File: src/include/bss_pkg.sv
// constants, field layout and types of the bridge secondary-side status block
package bss_pkg;

   // register bus geometry
   localparam int BSS_ADDR_W = 8;
   localparam int BSS_DATA_W = 32;
   localparam int BSS_BE_W = 4;

   // byte addresses of the two words this block answers
   localparam logic [7:0] BSS_OFF_SEC_STATUS = 8'h1C;
   localparam logic [7:0] BSS_OFF_BRIDGE_CTRL = 8'h3C;

   // bit positions inside the 32-bit word at BSS_OFF_SEC_STATUS
   localparam int BSS_BIT_RSVD_LO = 16;
   localparam int BSS_RSVD_LO_W = 5;
   localparam int BSS_BIT_CAP66 = 21;
   localparam int BSS_BIT_RSVD22 = 22;
   localparam int BSS_BIT_FAST_B2B = 23;
   localparam int BSS_BIT_MDPE = 24;
   localparam int BSS_BIT_SEL_TIM_LO = 25;
   localparam int BSS_BIT_SEL_TIM_HI = 26;
   localparam int BSS_BIT_SIG_TABORT = 27;
   localparam int BSS_BIT_RCV_TABORT = 28;
   localparam int BSS_BIT_RCV_MABORT = 29;
   localparam int BSS_BIT_RCV_SERR = 30;
   localparam int BSS_BIT_DET_PERR = 31;

   // bit position of the parity error response enable in the bridge control word
   localparam int BSS_BIT_PERR_RESP_EN = 16;

   // byte lanes that carry the status flag byte and the control enable
   localparam int BSS_LANE_STATUS_HI = 3;
   localparam int BSS_LANE_CTRL = 2;

   // index of each sticky event flag in the flag bank
   localparam int BSS_NUM_FLAGS = 6;
   localparam int BSS_FL_MDPE = 0;
   localparam int BSS_FL_SIG_TABORT = 1;
   localparam int BSS_FL_RCV_TABORT = 2;
   localparam int BSS_FL_RCV_MABORT = 3;
   localparam int BSS_FL_RCV_SERR = 4;
   localparam int BSS_FL_DET_PERR = 5;

   // target select timing codes
   localparam logic [1:0] BSS_SEL_TIM_MEDIUM = 2'h1;
   localparam logic [1:0] BSS_SEL_TIM_NONE = 2'h0;

   // reset values
   localparam logic [31:0] BSS_RDATA_RST = 32'h0000_0000;
   localparam logic [5:0] BSS_FLAGS_RST = 6'h00;
   localparam logic BSS_PERR_EN_RST = 1'b0;

   // bus handshake state
   typedef enum logic [0:0] {
      BSS_IDLE = 1'b0,
      BSS_ACK = 1'b1
   } bss_bus_st_t;

endpackage

File: src/verilog/bss_flag_bank.sv
// bank of sticky event flags: hardware sets, software writes one to clear
`timescale 1ns/10ps
module bss_flag_bank
   import bss_pkg::*;
#(
   parameter int WIDTH = BSS_NUM_FLAGS
) (
   input wire logic ref_clk,
   input wire logic sys_rst,
   input wire logic [WIDTH-1:0] set_ev,
   input wire logic [WIDTH-1:0] clr_ev,
   output logic [WIDTH-1:0] flags_q
);

   typedef struct packed {
      logic [WIDTH-1:0] flags;
   } bss_bank_t;

   bss_bank_t st_q;
   bss_bank_t st_d;
   logic [WIDTH-1:0] nxt;

   // per flag: a set in the clearing cycle wins so no event is lost
   genvar i;
   generate
      for (i = 0; i < WIDTH; i++) begin : g_flag
         assign nxt[i] = set_ev[i] | (st_q.flags[i] & ~clr_ev[i]);
      end
   endgenerate

   // next state
   always_comb begin
      st_d = st_q;
      st_d.flags = nxt;
   end

   // all flags return to zero at reset
   always_ff @(posedge ref_clk) begin
      if (sys_rst) begin
         st_q.flags <= WIDTH'(BSS_FLAGS_RST);
      end else begin
         st_q <= st_d;
      end
   end

   assign flags_q = st_q.flags;

endmodule

File: src/verilog/bss_status.sv
// secondary-side status half-word and parity response enable, Avalon-MM slave
//
// How it works
// - bit 21 read-only: 1 in forward mode, 0 in reverse mode.
// - bit 23 reads 1 only forward with conventional PCI secondary, else 0.
// - bit 24 sets only while parity response enable is on and a condition hits.
// - forward: parity error on read data or read split response sets bit 24.
// - forward: secondary parity pin low during write data or write split sets 24.
// - forward: split completion message reporting write data parity error sets 24.
// - reverse: poisoned completion received or poisoned write issued sets 24.
// - bits 26:25 read-only: 01 in forward mode, 00 in reverse mode.
// - forward: bridge signalling target abort sets bit 27.
// - reverse: bridge completing with completer abort status sets bit 27.
// - forward: target abort detected on the secondary sets bit 28.
// - reverse: completer abort completion received on the secondary sets bit 28.
// - forward: master abort detected on the secondary sets bit 29.
// - reverse: unsupported request completion received on primary sets bit 29.
// - forward: system error pin low on the secondary sets bit 30.
// - reverse: fatal or non-fatal error message on the secondary sets bit 30.
// - forward: address or data parity error on the secondary sets bit 31.
// - reverse: poisoned packet arriving on the secondary sets bit 31.
// - bridge control bit 16 enables parity response; zero keeps bit 24 from setting, bit 31 still sets.
//
// The implementer's own choice: the Avalon-MM register port.
`timescale 1ns/10ps
module bss_status
   import bss_pkg::*;
(
   input wire logic ref_clk,
   input wire logic sys_rst,
   // mode straps, caught while reset is held
   input wire logic forward_mode,
   input wire logic sec_pcix_mode,
   // Avalon-MM slave
   input wire logic [BSS_ADDR_W-1:0] avm_address,
   input wire logic avm_read,
   input wire logic avm_write,
   input wire logic [BSS_DATA_W-1:0] avm_writedata,
   input wire logic [BSS_BE_W-1:0] avm_byteenable,
   output logic [BSS_DATA_W-1:0] avm_readdata,
   output logic avm_waitrequest,
   // secondary bus pins, active low, synchronous to ref_clk
   input wire logic secondary_parity_err_n,
   input wire logic system_error_n,
   // high while sending write data or taking a split response for a write
   input wire logic sec_write_phase,
   // forward mode event pulses
   input wire logic fwd_read_parity_err,
   input wire logic fwd_split_msg_perr,
   input wire logic fwd_target_abort_sent,
   input wire logic fwd_target_abort_rcvd,
   input wire logic fwd_master_abort_rcvd,
   input wire logic fwd_addr_data_perr,
   // reverse mode event pulses
   input wire logic rev_poisoned_cpl_rcvd,
   input wire logic rev_poisoned_wr_sent,
   input wire logic rev_ca_cpl_sent,
   input wire logic rev_ca_cpl_rcvd,
   input wire logic rev_ur_cpl_rcvd,
   input wire logic rev_err_msg_rcvd,
   input wire logic rev_poisoned_tlp_rcvd,
   // parity response enable, for the datapath that reports parity errors
   output logic parity_resp_en
);

   // all block state except the sticky flags in one record
   typedef struct packed {
      bss_bus_st_t bus_st;
      logic wait_req;
      logic [BSS_DATA_W-1:0] rdata;
      logic fwd;
      logic pcix;
      logic perr_en;
   } bss_state_t;

   bss_state_t st_q;
   bss_state_t st_d;

   logic [BSS_NUM_FLAGS-1:0] flags;
   logic [BSS_NUM_FLAGS-1:0] set_ev;
   logic [BSS_NUM_FLAGS-1:0] clr_ev;
   logic [BSS_DATA_W-1:0] status_word;
   logic [BSS_DATA_W-1:0] ctrl_word;
   logic [BSS_DATA_W-1:0] rd_mux;
   logic wr_take;
   logic rev;
   logic mdpe_fwd;
   logic mdpe_rev;

   // word decode, shared by the read mux and the write strobes
   function automatic logic bss_hit(input logic [BSS_ADDR_W-1:0] addr,
                                    input logic [BSS_ADDR_W-1:0] off);
      bss_hit = (addr[BSS_ADDR_W-1:2] == off[BSS_ADDR_W-1:2]);
   endfunction

   assign rev = ~st_q.fwd;

   // write takes effect only on the edge where waitrequest is low
   assign wr_take = avm_write && (st_q.bus_st == BSS_ACK);

   // master data parity conditions per mode, before the enable gate
   always_comb begin
      mdpe_fwd = 1'b0;
      mdpe_rev = 1'b0;
      mdpe_fwd = fwd_read_parity_err
         | (~secondary_parity_err_n & sec_write_phase)
         | fwd_split_msg_perr;
      mdpe_rev = rev_poisoned_cpl_rcvd | rev_poisoned_wr_sent;
   end

   // event sources; forward-side events count only in forward mode and
   // reverse-side events only in reverse mode, so a stray pulse from the
   // unused datapath cannot raise a flag
   always_comb begin
      set_ev = '0;
      set_ev[BSS_FL_MDPE] = st_q.perr_en &
         ((st_q.fwd & mdpe_fwd) | (rev & mdpe_rev));
      set_ev[BSS_FL_SIG_TABORT] =
         (st_q.fwd & fwd_target_abort_sent)
         | (rev & rev_ca_cpl_sent);
      set_ev[BSS_FL_RCV_TABORT] =
         (st_q.fwd & fwd_target_abort_rcvd)
         | (rev & rev_ca_cpl_rcvd);
      set_ev[BSS_FL_RCV_MABORT] =
         (st_q.fwd & fwd_master_abort_rcvd)
         | (rev & rev_ur_cpl_rcvd);
      set_ev[BSS_FL_RCV_SERR] =
         (st_q.fwd & ~system_error_n)
         | (rev & rev_err_msg_rcvd);
      set_ev[BSS_FL_DET_PERR] =
         (st_q.fwd & fwd_addr_data_perr)
         | (rev & rev_poisoned_tlp_rcvd);
   end

   // write-one-to-clear strobes; all flags sit in the top byte lane
   always_comb begin
      clr_ev = '0;
      if (wr_take && bss_hit(avm_address, BSS_OFF_SEC_STATUS) &&
          avm_byteenable[BSS_LANE_STATUS_HI]) begin
         clr_ev[BSS_FL_MDPE] = avm_writedata[BSS_BIT_MDPE];
         clr_ev[BSS_FL_SIG_TABORT] = avm_writedata[BSS_BIT_SIG_TABORT];
         clr_ev[BSS_FL_RCV_TABORT] = avm_writedata[BSS_BIT_RCV_TABORT];
         clr_ev[BSS_FL_RCV_MABORT] = avm_writedata[BSS_BIT_RCV_MABORT];
         clr_ev[BSS_FL_RCV_SERR] = avm_writedata[BSS_BIT_RCV_SERR];
         clr_ev[BSS_FL_DET_PERR] = avm_writedata[BSS_BIT_DET_PERR];
      end
   end

   // sticky flags
   bss_flag_bank #(
      .WIDTH(BSS_NUM_FLAGS)
   ) u_flags (
      .ref_clk(ref_clk),
      .sys_rst(sys_rst),
      .set_ev(set_ev),
      .clr_ev(clr_ev),
      .flags_q(flags)
   );

   // status word; the low half-word belongs to other registers and reads zero
   always_comb begin
      status_word = '0;
      status_word[BSS_BIT_RSVD_LO +: BSS_RSVD_LO_W] = '0;
      status_word[BSS_BIT_CAP66] = st_q.fwd;
      status_word[BSS_BIT_RSVD22] = 1'b0;
      status_word[BSS_BIT_FAST_B2B] = st_q.fwd & ~st_q.pcix;
      status_word[BSS_BIT_MDPE] = flags[BSS_FL_MDPE];
      if (st_q.fwd) begin
         status_word[BSS_BIT_SEL_TIM_HI:BSS_BIT_SEL_TIM_LO] = BSS_SEL_TIM_MEDIUM;
      end else begin
         status_word[BSS_BIT_SEL_TIM_HI:BSS_BIT_SEL_TIM_LO] = BSS_SEL_TIM_NONE;
      end
      status_word[BSS_BIT_SIG_TABORT] = flags[BSS_FL_SIG_TABORT];
      status_word[BSS_BIT_RCV_TABORT] = flags[BSS_FL_RCV_TABORT];
      status_word[BSS_BIT_RCV_MABORT] = flags[BSS_FL_RCV_MABORT];
      status_word[BSS_BIT_RCV_SERR] = flags[BSS_FL_RCV_SERR];
      status_word[BSS_BIT_DET_PERR] = flags[BSS_FL_DET_PERR];
   end

   // bridge control word: only the parity response enable lives here
   always_comb begin
      ctrl_word = '0;
      ctrl_word[BSS_BIT_PERR_RESP_EN] = st_q.perr_en;
   end

   // read mux; an unmapped address reads zero rather than stalling the bus
   always_comb begin
      rd_mux = '0;
      if (bss_hit(avm_address, BSS_OFF_SEC_STATUS)) begin
         rd_mux = status_word;
      end else if (bss_hit(avm_address, BSS_OFF_BRIDGE_CTRL)) begin
         rd_mux = ctrl_word;
      end
   end

   // bus handshake: every request waits one cycle, then is answered;
   // the fixed latency costs a cycle but keeps the read data registered
   always_comb begin
      st_d = st_q;
      unique case (st_q.bus_st)
         BSS_IDLE: begin
            if (avm_read || avm_write) begin
               st_d.bus_st = BSS_ACK;
               st_d.wait_req = 1'b0;
               if (avm_read) begin
                  st_d.rdata = rd_mux;
               end
            end
         end
         BSS_ACK: begin
            st_d.bus_st = BSS_IDLE;
            st_d.wait_req = 1'b1;
            if (wr_take && bss_hit(avm_address, BSS_OFF_BRIDGE_CTRL) &&
                avm_byteenable[BSS_LANE_CTRL]) begin
               st_d.perr_en = avm_writedata[BSS_BIT_PERR_RESP_EN];
            end
         end
      endcase
      // straps are captured during reset and held afterwards
      if (sys_rst) begin
         st_d.bus_st = BSS_IDLE;
         st_d.wait_req = 1'b1;
         st_d.rdata = BSS_RDATA_RST;
         st_d.fwd = forward_mode;
         st_d.pcix = sec_pcix_mode;
         st_d.perr_en = BSS_PERR_EN_RST;
      end
   end

   // one register stage for all state except the sticky flags
   always_ff @(posedge ref_clk) begin
      st_q <= st_d;
   end

   assign avm_readdata = st_q.rdata;
   assign avm_waitrequest = st_q.wait_req;
   assign parity_resp_en = st_q.perr_en;

endmodule

File: config.mk
export PLATFORM = sky130hd
export DESIGN_NAME = bss_status
export DESIGN_NICKNAME = d
export VERILOG_FILES = /design/src/include/bss_pkg.sv /design/src/verilog/bss_flag_bank.sv /design/src/verilog/bss_status.sv
export SDC_FILE = /design/constraint.sdc
export NUM_CORES = 1
export LEC_CHECK = 0
export ABC_CLOCK_PERIOD_IN_PS = 2650
export BUFFER_PORTS_ARGS = -buffer_cell sky130_fd_sc_hd__buf_4
export CORE_MARGIN = 2
export CORE_UTILIZATION = 30
export CTS_BUF_LIST = sky130_fd_sc_hd__clkbuf_8
export DETAILED_ROUTE_END_ITERATION = 10
export PLACE_DENSITY = 0.72
export RECOVER_POWER = 50
export SYNTH_ARGS = -nofsm -noshare
export SYNTH_HDL_FRONTEND = slang
export SYNTH_SLANG_ARGS = --single-unit
export TNS_END_PERCENT = 100
File: constraint.sdc
create_clock -name ref_clk -period 2.65 [get_ports ref_clk]
set_input_delay 0.265 -clock ref_clk [delete_from_list [all_inputs] [get_ports ref_clk]]
set_output_delay 0.265 -clock ref_clk [all_outputs]
set_load 0.05 [all_outputs]
* Word level (Yosys, flattened, before mapping)
Cells that the tools add are included.
** Storage, ports and cells
- Memories kept :: 0
- Logic and storage cells :: 72
- ROM bits :: 0
- Latch bits :: 0
- Flip-flop bits (word level) :: 43
- Memory bits (writable) :: 0
** Operators by class
- Div/mod/pow operators :: 0
- Equality and inequality tests :: 3
- Add/sub/neg operators :: 0
- Bitwise gates (word level) :: 47
- Muxes and demuxes :: 7
- Shifts and indexed selects :: 0
- $lt $le $gt $ge :: 0
- Multiply operators :: 0
- Reductions and logical operators :: 8
** Operators by type and width (count)
- $mux 32 :: 2
- $mux 34 :: 1
- $and 1x1->1 :: 21
- $mux 17 :: 1
- $or 1x1->1 :: 15
- $not 1->1 :: 11
- $eq 6x3->1 const B :: 1
- $eq 6x4->1 const B :: 1
- $mux 6 :: 1
- $logic_and 1x1->1 :: 5
- $pmux 2 s2 :: 1
- $reduce_and 3->1 :: 1
- $ne 2x2->1 const B :: 1
- $reduce_and 2->1 :: 1
- $logic_or 1x1->1 :: 1
- $mux 1 :: 1

* Depth between registers and ports, before layout
Gate-level depths: netlist (run 1).
- Depth in word-level cells :: 8
- Gate-level depth with buffers :: 5
- Mapped depth without buffers :: 3

* Cells and area by module
A second synthesis (run 1) with hierarchy kept.
** Second synthesis, totals
- Cell total of the unflattened synthesis :: 137
- Area, all modules :: 1204.9 µm²
** By module, submodules not included
- bss_status :: cells each 113, area each 949.7 µm², instances 1
- bss_flag_bank :: cells each 24, area each 255.2 µm², instances 1

* Least setup slack after synthesis (run 1)
No wires, ideal clock.
- Kind :: reg-to-reg
- Start point :: register st_q (netlist bit parity_resp_en)
- End point :: register st_q (netlist bit avm_readdata[16])
- Stages on the path, launching flop included :: 4
- Setup time :: 0.070 ns
- Path buffers :: 0
- Data required time :: 2.580 ns
- Setup slack :: 1.238 ns
- Arrival time :: 1.342 ns
- Cell sequence :: dfxtp_1 inv_1 or4_1 a21oi_1
** On the way
- Cells in the longest elaborated chain, start to end :: 2
** Ends and longest elaborated chain
- start, declared :: line bss_status.sv:76 : bss_state_t st_q;
- start signal, assigned :: line bss_status.sv:232 : st_q <= st_d;
- $mux 17 :: line bss_status.sv:191 : end else if (bss_hit(avm_address, BSS_OFF_BRIDGE_CTRL)) begin
- $mux 32 :: line bss_status.sv:189 : if (bss_hit(avm_address, BSS_OFF_SEC_STATUS)) begin
Every way passes these cells.
A chain may end at the register's enable or synchronous reset.

* Worst setup path in the final report (run 1)
- Start point :: register st_q[36] (netlist name)
- End point :: register st_q (netlist bit avm_readdata[16])
** On the way
- Cells in the longest elaborated chain, start to end :: 2
** Ends and longest elaborated chain
- $not 1->1
- $reduce_and 3->1 (no source line)
Every way passes these cells.

==> qor.yml, run 1 <==
ios: 100
power.leakage_nw: 0.5640
final_antenna_net_count: 0
internal_power_uw: 568.0
multi_input_area_um2: 510.5
yosys-top-cells-area: "dfxtp_1 32%, buf_4 21%, nand4_1 8.3%"
dieWidth_um: 65.57
gr-total-overflow: 0
fmax_ghz: 0.6652
die-height_um: 65.57
hold_class: "input pin to flop"
grt_pass1_wl_um: 3705
synthesis.instances: 135
cts_buffers: 3
synth.avg_cell_area_um2: 8.425
drv_slew: 0
setup_violations: 0
path_buf_inv: 0
drt_iter0_drc: 6
rsz0062_at_grt: "false"
yosysMostFrequentCell: "buf_4"
coreArea_mm2: 0.003661
routed_wl_um: 2329
die_area_mm2: 0.004299
wl_per_cell_um: 10.83
postCtsHoldBufs: 0
dr.pass1.iters: 2
hpwlAfterDp_um: 1896
synth_common_cells: "32 x buf_4, 18 x dfxtp_1, 15 x a21oi_1, 15 x nand4_1, 10 x nand2_1"
async_flop_share_pct: 0
start_kind: "flop"
numClockSinks: 20
ys.flop_type: "dfxtp_1"
slew-limit-headroom_pct: 42.66
peakVddDrop_mv: 0.2100
postCtsSetupBuffers: 0
drive_above_1_share_pct: 25.15
fill_cells: 400
tns_ns: 0
vias_per_cell: 4.381
maxCapViolCount: 0
path_cells: "nand2b_1 > or4_1 > a21oi_1"
crit_start: "st_q[36]"
ys_warn_count: 0
path_class: "flop to flop"
cts-resized-gates: 0
clkPwrFrac_pct: 37.8
htreeDepth: 1
cts_buffer_depth: 2
outcome: "finished clean"
setup.worst_path.end_class: "flop"
ys_ff_latch: 20
switching_power_uw: 217.8
fin_skew_ns: 0.002585
nets: 234
yosys.cell_types.count: 24
path_max_fanout: 11
slowest_delay_ns: 0.54
r2r_start: "st_q[36]"
crit_required_ns: 2.83
grt.total_usage_pct: 11.12
root_buffer: "clkbuf_8"
area_growth_pct: 21.78
hold_violations: 0
gp_congestion: 0.7991
synth_edf_count: 2
timing.final.crit_period_ns: 1.503
grt_antenna_before_repair: 0
utilization_pct: 37.83
min_period_over_period_pct: 56.73
drc_errors: 0
crit_family: "simple AND/OR/NAND/NOR gates"
netlist.top_cell.by_area: "dfxtp_1"
comb_power_share_pct: 20.1
grt_max_degree: 22
worstMarginPinSlew_ns: 0.8601
insertion_delay_ns: 0.25
worstPathArrival_ns: 1.68
regArea_um2: 420.4
power_density_mw_per_mm2: 567.3
port_buffers: 48
initial_core_util_pct: 31.07
num_vias: 942
first_global_vias: 873
synth_top_area_share_pct: 31.68
sw_frac_of_total_pct: 27.72
syn_area_mm2: 0.001137
slowest_stage: "or4_1"
seqPwrFrac_pct: 42.1
clk_pin_slew_ns: 0.07
num_antenna_cells: 0
num_rows: 22
hp-start: "forward_mode"
yosysSeqAreaShare_pct: 36.96
cts_tree: "yes"
[power by group through the flow]
stage	Sequential [mW]	Combinational, mW	Clock (mW)
6_report	0.331	0.158	0.297
5_1_grt	0.333	0.170	0.317
4_1_cts	0.331	0.161	0.303
3_5_place_dp	0.337	0.161	0
3_3_place_gp	0.337	0.159	0
2_1_floorplan	0.335	0.137	0
[stage by stage]
step                      total power [mW]  worst slack, ns  cell area (um2)  hold slack, ns  cells
final                               0.7858            1.147             1385          0.2044    215
after global placement              0.4967            1.189             1355          0.4415    211
after floorplan                     0.4722            1.238             1216          0.3639    156
after CTS                           0.7947            1.141             1426          0.1765    215
after global routing                0.8203            1.044             1385          0.1935    215
after detailed placement            0.4980            1.173             1355          0.4446    211
[path summary, 6_finish.rpt]
path	to	slack [ns]	cells after the start
worst max-delay path	avm_readdata[16]	1.15	3
worst min-delay path	st_q[2]	0.20	1
worst max register to register	avm_readdata[16]	1.15	3
worst min register to register	avm_readdata[28]	0.45	2
[metal layers]
metal	part of all wire [%]	track usage, %	vias to the layer above
li1	-	-	485
met1	43	13.39	415
met2	50	18.75	40
met3	4.9	2.226	2
met4	1.4	5.469	0
met5	0	0	-
[registers in the layout, indices dropped and copies added, names as in the netlist]
signal,cells
avm_readdata,9
avm_waitrequest,1
parity_resp_en,1
st_q,3
u_flags.flags_q,6
[placed cells by master, fill, tap and decap left out, drive strengths merged, types with 3 or more instances in the layout]
cell,n
a21oi,15
nand2b,4
buf,35
nor2,4
conb,22
dfxtp,18
mux2i,5
clkbuf,16
o31ai,7
nor3,3
nand4,15
nand2,10
[cell families after synthesis]
family                 share of synthesized area, %
AOI/OAI and AO/OA                             12.43
buffers and inverters                         25.08
DFF                                           36.96
muxes                                         4.401
other                                        0.3297
and+or+nand+nor                               20.79
[area by class of cell]
cell class	count	area share [%]
inverters	1	0.2710
well taps	48	4.336
clock buffers	3	2.981
multi-input cells	94	36.86
flip-flops and latches	20	30.35
clock inverters	1	2.168
repair buffers	48	23.04
No activity file was read; power rests on OpenSTA's default activity.
==> inputs of run 2 (changes only) <==
--- a/config.mk
+++ b/config.mk
@@ -5,7 +5,7 @@
 export SDC_FILE = /design/constraint.sdc
 export NUM_CORES = 1
 export LEC_CHECK = 0
-export ABC_CLOCK_PERIOD_IN_PS = 2650
+export ABC_CLOCK_PERIOD_IN_PS = 1500
 export BUFFER_PORTS_ARGS = -buffer_cell sky130_fd_sc_hd__buf_4
 export CORE_MARGIN = 2
 export CORE_UTILIZATION = 30
==> constraint.sdc (replaced) <==
create_clock -name ref_clk -period 1.5 [get_ports ref_clk]
set_input_delay 0.15 -clock ref_clk [delete_from_list [all_inputs] [get_ports ref_clk]]
set_output_delay 0.15 -clock ref_clk [all_outputs]
set_load 0.05 [all_outputs]
==> qor.yml, run 2 (same netlist as run 1, synthesis figures left out) <==
wl_per_cell_um: 11.20
grt_pass1_wl_um: 3912
largest_reg_flops: 9
min_period_over_period_pct: 83.33
ios: 100
fmax_ghz: 0.8000
hpwlAfterDp_um: 2018
path_max_fanout: 2
num_rows: 22
reg2reg_depth: 3
numClockSinks: 20
drc_errors: 0
slew-limit-headroom_pct: 42.05
fin_skew_ns: 0.008593
num_vias: 952
rrSetupSlack_ns: 0.28
cts_buffer_depth: 2
hold_class: "input pin to flop"
drt_iter0_drc: 8
final_antenna_net_count: 0
path_buf_inv: 1
cts_buffers: 3
utilization_pct: 37.83
worstPathArrival_ns: 1.10
holdWs_ns: 0.08183
postCtsSetupBuffers: 0
worstMarginPinSlew_ns: 0.8693
root_buffer: "clkbuf_8"
nets: 238
drv_slew: 0
initial_core_util_pct: 31.07
path_cells: "clkbuf_1"
post_dp_cell_area_mm2: 0.001385
clk_pin_slew_ns: 0.07
first_global_vias: 909
r2r_start: "st_q[2]"
cts_tree: "yes"
tns_ns: 0
die-height_um: 65.57
dr.pass1.iters: 4
final_common_cell: "buf_4"
fill_cells: 398
fin_ws_ns: 0.2500
dp_slack_ns: 0.2765
final_cell_area_mm2: 0.001385
crit_required_ns: 1.35
htreeDepth: 1
peakVddDrop_mv: 0.3478
timing.final.crit_period_ns: 1.250
area_growth_pct: 21.78
maxCapViolCount: 0
power_density_mw_per_mm2: 884.8
grt_max_degree: 22
power.leakage_nw: 0.5663
setup.worst_path.end: "avm_readdata[23]"
setup_violations: 0
slowest_delay_ns: 0.49
hold_violations: 0
crit_family: "buffers and inverters"
grt.total_usage_pct: 11.95
routed_wl_um: 2453
rsz0062_at_grt: "false"
gr-total-overflow: 0
num_antenna_cells: 0
crit_start: "avm_readdata[23]"
grt_antenna_before_repair: 0
setup.worst_path.end_class: "output pin"
dieWidth_um: 65.57
insertion_delay_ns: 0.26
vias_per_cell: 4.347
gp_congestion: 0.7903
start_kind: "flop"
die_area_mm2: 0.004299
final_cell_mix: "38 x buf_4, 22 x conb_1, 18 x dfxtp_1, 15 x nand4_1, 15 x a21oi_1"
cp.depth: 1
drive_above_1_share_pct: 25.73
reg2reg_to: "u_flags.flags_q[0]"
cts-resized-gates: 0
postCtsHoldBufs: 0
coreArea_mm2: 0.003661
slowest_stage: "clkbuf_1"
port_buffers: 48
path_class: "flop to output pin"
outcome: "finished clean"
## run 2: per-layer routing
layer,global-route usage [%],vias up,wire [um]
li1,-,495,-
met1,13.72,413,1018
met2,20.54,39,1242
met3,2.226,5,129
met4,7.031,0,62
met5,0,-,0
## run 2: worst min path at each step
stage | start | to | slack (ns) | cells after the start
after floorplan | sec_pcix_mode | st_q[1] | 0.25 | 0
after global placement | forward_mode | st_q[2] | 0.33 | 1
after detailed placement | sec_pcix_mode | st_q[1] | 0.33 | 1
after CTS | sec_pcix_mode | st_q[1] | 0.06 | 1
after global routing | sec_pcix_mode | st_q[1] | 0.08 | 1
final | forward_mode | st_q[2] | 0.08 | 1
## run 2: area by class of cell
type	instances	area (um2)	share of cell area, %
Tap cell	48	60.06	4.336
Timing Repair Buffer	52	345.3	24.93
Clock inverter	1	3.754	0.2710
Clock buffer	3	41.29	2.981
Multi-Input combinational cell	94	510.5	36.86
Inverter	1	3.754	0.2710
Sequential cell	20	420.4	30.35
## run 2: where the power goes
group	switching (mW)	internal, mW	leakage (nW)	total, mW
sequential	0.0175	0.562	0.167	0.580
clock	0.168	0.182	0.0231	0.350
combinational	0.201	0.0946	0.376	0.296
## run 2: metrics by stage
step,cells,total power [mW]
6_report,219,1.225
2_1_floorplan,156,0.8342
5_1_grt,219,1.284
4_1_cts,219,1.243
3_5_place_dp,215,0.8923
3_3_place_gp,215,0.8888
==> inputs of run 3 (changes only) <==
--- a/config.mk
+++ b/config.mk
@@ -5,13 +5,13 @@
 export SDC_FILE = /design/constraint.sdc
 export NUM_CORES = 1
 export LEC_CHECK = 0
-export ABC_CLOCK_PERIOD_IN_PS = 1500
+export ABC_CLOCK_PERIOD_IN_PS = 1100
 export BUFFER_PORTS_ARGS = -buffer_cell sky130_fd_sc_hd__buf_4
 export CORE_MARGIN = 2
 export CORE_UTILIZATION = 30
 export CTS_BUF_LIST = sky130_fd_sc_hd__clkbuf_8
 export DETAILED_ROUTE_END_ITERATION = 10
-export PLACE_DENSITY = 0.72
+export PLACE_DENSITY = 0.75
 export RECOVER_POWER = 50
 export SYNTH_ARGS = -nofsm -noshare
 export SYNTH_HDL_FRONTEND = slang
==> constraint.sdc (replaced) <==
create_clock -name ref_clk -period 1.1 [get_ports ref_clk]
set_input_delay 0.11 -clock ref_clk [delete_from_list [all_inputs] [get_ports ref_clk]]
set_output_delay 0.11 -clock ref_clk [all_outputs]
set_load 0.05 [all_outputs]
==> qor.yml, run 3 (same netlist as run 1, synthesis figures left out) <==
setup_violations: 1
power_density_mw_per_mm2: 1275
area_growth_pct: 33.77
outcome: "finished, violations left"
num_rows: 22
fin_skew_ns: 0.006385
coreArea_mm2: 0.003661
drive_above_1_share_pct: 37.85
path_max_fanout: 2
power.leakage_nw: 0.6639
largest_reg_flops: 9
worstPathArrival_ns: 1.28
grt_pass1_wl_um: 3995
routed_wl_um: 2529
numClockSinks: 20
cts_tree: "yes"
reg2reg_to: "avm_readdata[16]"
insertion_delay_ns: 0.25
final_antenna_net_count: 0
port_buffers: 48
dieWidth_um: 65.57
timing.final.crit_period_ns: 1.101
fin_cells: 225
clk_pin_slew_ns: 0.08
final_cell_mix: "55 x buf_4, 22 x conb_1, 16 x dfxtp_1, 15 x nand4_1, 14 x a21oi_1"
hpwlAfterDp_um: 2039
ios: 100
fin_ws_ns: -0.0005268
drc_errors: 0
grt.total_usage_pct: 11.72
cts_buffer_depth: 2
vias_per_cell: 4.324
final_common_cell: "buf_4"
r2r_start: "st_q[36]"
dp.cells: 219
initial_core_util_pct: 31.07
violations: "negative setup slack"
maxCapViolCount: 0
drv_slew: 0
hold_violations: 0
start_kind: "flop"
post_dp_cell_area_mm2: 0.001426
rrSetupSlack_ns: -0.0005
worstHoldEndpoint: "st_q[1]"
hp-start: "sec_pcix_mode"
gr-total-overflow: 0
final_cell_area_mm2: 0.001521
cts_buffers: 3
fmax_ghz: 0.9087
path_class: "flop to flop"
rsz0062_at_grt: "true"
drt_iter0_drc: 11
grt_antenna_before_repair: 0
die-height_um: 65.57
gp_congestion: 0.8250
postCtsHoldBufs: 0
wl_per_cell_um: 11.24
crit_required_ns: 1.28
root_buffer: "clkbuf_8"
fill_cells: 370
min_period_over_period_pct: 100.0
holdPathStages: 1
grt_max_degree: 22
die_area_mm2: 0.004299
dr.pass1.iters: 4
hold_class: "input pin to flop"
num_vias: 973
htreeDepth: 1
first_global_vias: 900
dp_slack_ns: -0.09291
nets: 244
reg2reg_depth: 3
setup.worst_path.end_class: "flop"
peakVddDrop_mv: 0.4610
num_antenna_cells: 0
run 3: what timing repair did:
action | CTS | global route
setup buffers | 0 | 2
setup endpoints to repair | 1 | 13
endpoints found under the hold margin | 0 | 0
gates resized for setup | 0 | 3
pin swaps | 1 | 7
run 3: worst max path at each step:
stage,from,to,slack [ns],cells past startpoint
2_1_floorplan,st_q[36],avm_readdata[16],-0.09,4
3_3_place_gp,avm_address[7],avm_readdata[16],-0.08,4
3_5_place_dp,avm_address[7],parity_resp_en,-0.09,5
4_1_cts,st_q[36],avm_readdata[16],0.004,3
5_1_grt,st_q[36],avm_readdata[16],-0.05,3
6_report,st_q[36],avm_readdata[16],-0.0005,3
run 3: stage by stage:
step                         TNS, ns  power, mW  utilization (%)  hold WS [ns]
after floorplan             -0.08887      1.145                -        0.2089
after global placement       -0.1965      1.224            38.96        0.2887
after detailed placement     -0.2124      1.227            38.96        0.2901
after CTS                          0      1.946            40.91       0.02489
after global routing        -0.09155      2.025            41.56       0.04330
final                     -0.0005268      1.940            41.56       0.05082
run 3: routing by layer:
layer  vias up  track usage (%)  share of wire (%)
li1        503                -                  -
met1       427            14.95                 42
met2        41            19.77                 49
met3         2            2.911                8.0
met5         -                0                  0
met4         0            2.865               0.51
run 3: area by class of cell:
cell class | count | area [um2] | share of cell area [%]
Sequential cell | 20 | 425.4 | 27.96
Tap cell | 48 | 60.06 | 3.947
Clock buffer | 3 | 41.29 | 2.714
Multi-Input combinational cell | 94 | 521.8 | 34.29
Timing Repair Buffer | 58 | 439.2 | 28.87
Clock inverter | 1 | 30.03 | 1.974
Inverter | 1 | 3.754 | 0.2467
run 3: power breakdown:
group | switching [mW] | internal [mW] | total (mW)
Combinational | 0.289 | 0.153 | 0.443
Clock | 0.231 | 0.485 | 0.716
Sequential | 0.0171 | 0.764 | 0.781
run 3: worst max-delay path, cell delays in order, from the launching register on:
cell and delay (ns):
dfxtp_2 0.33, nand2b_4 0.13, or4_1 0.46, a21oi_1 0.12
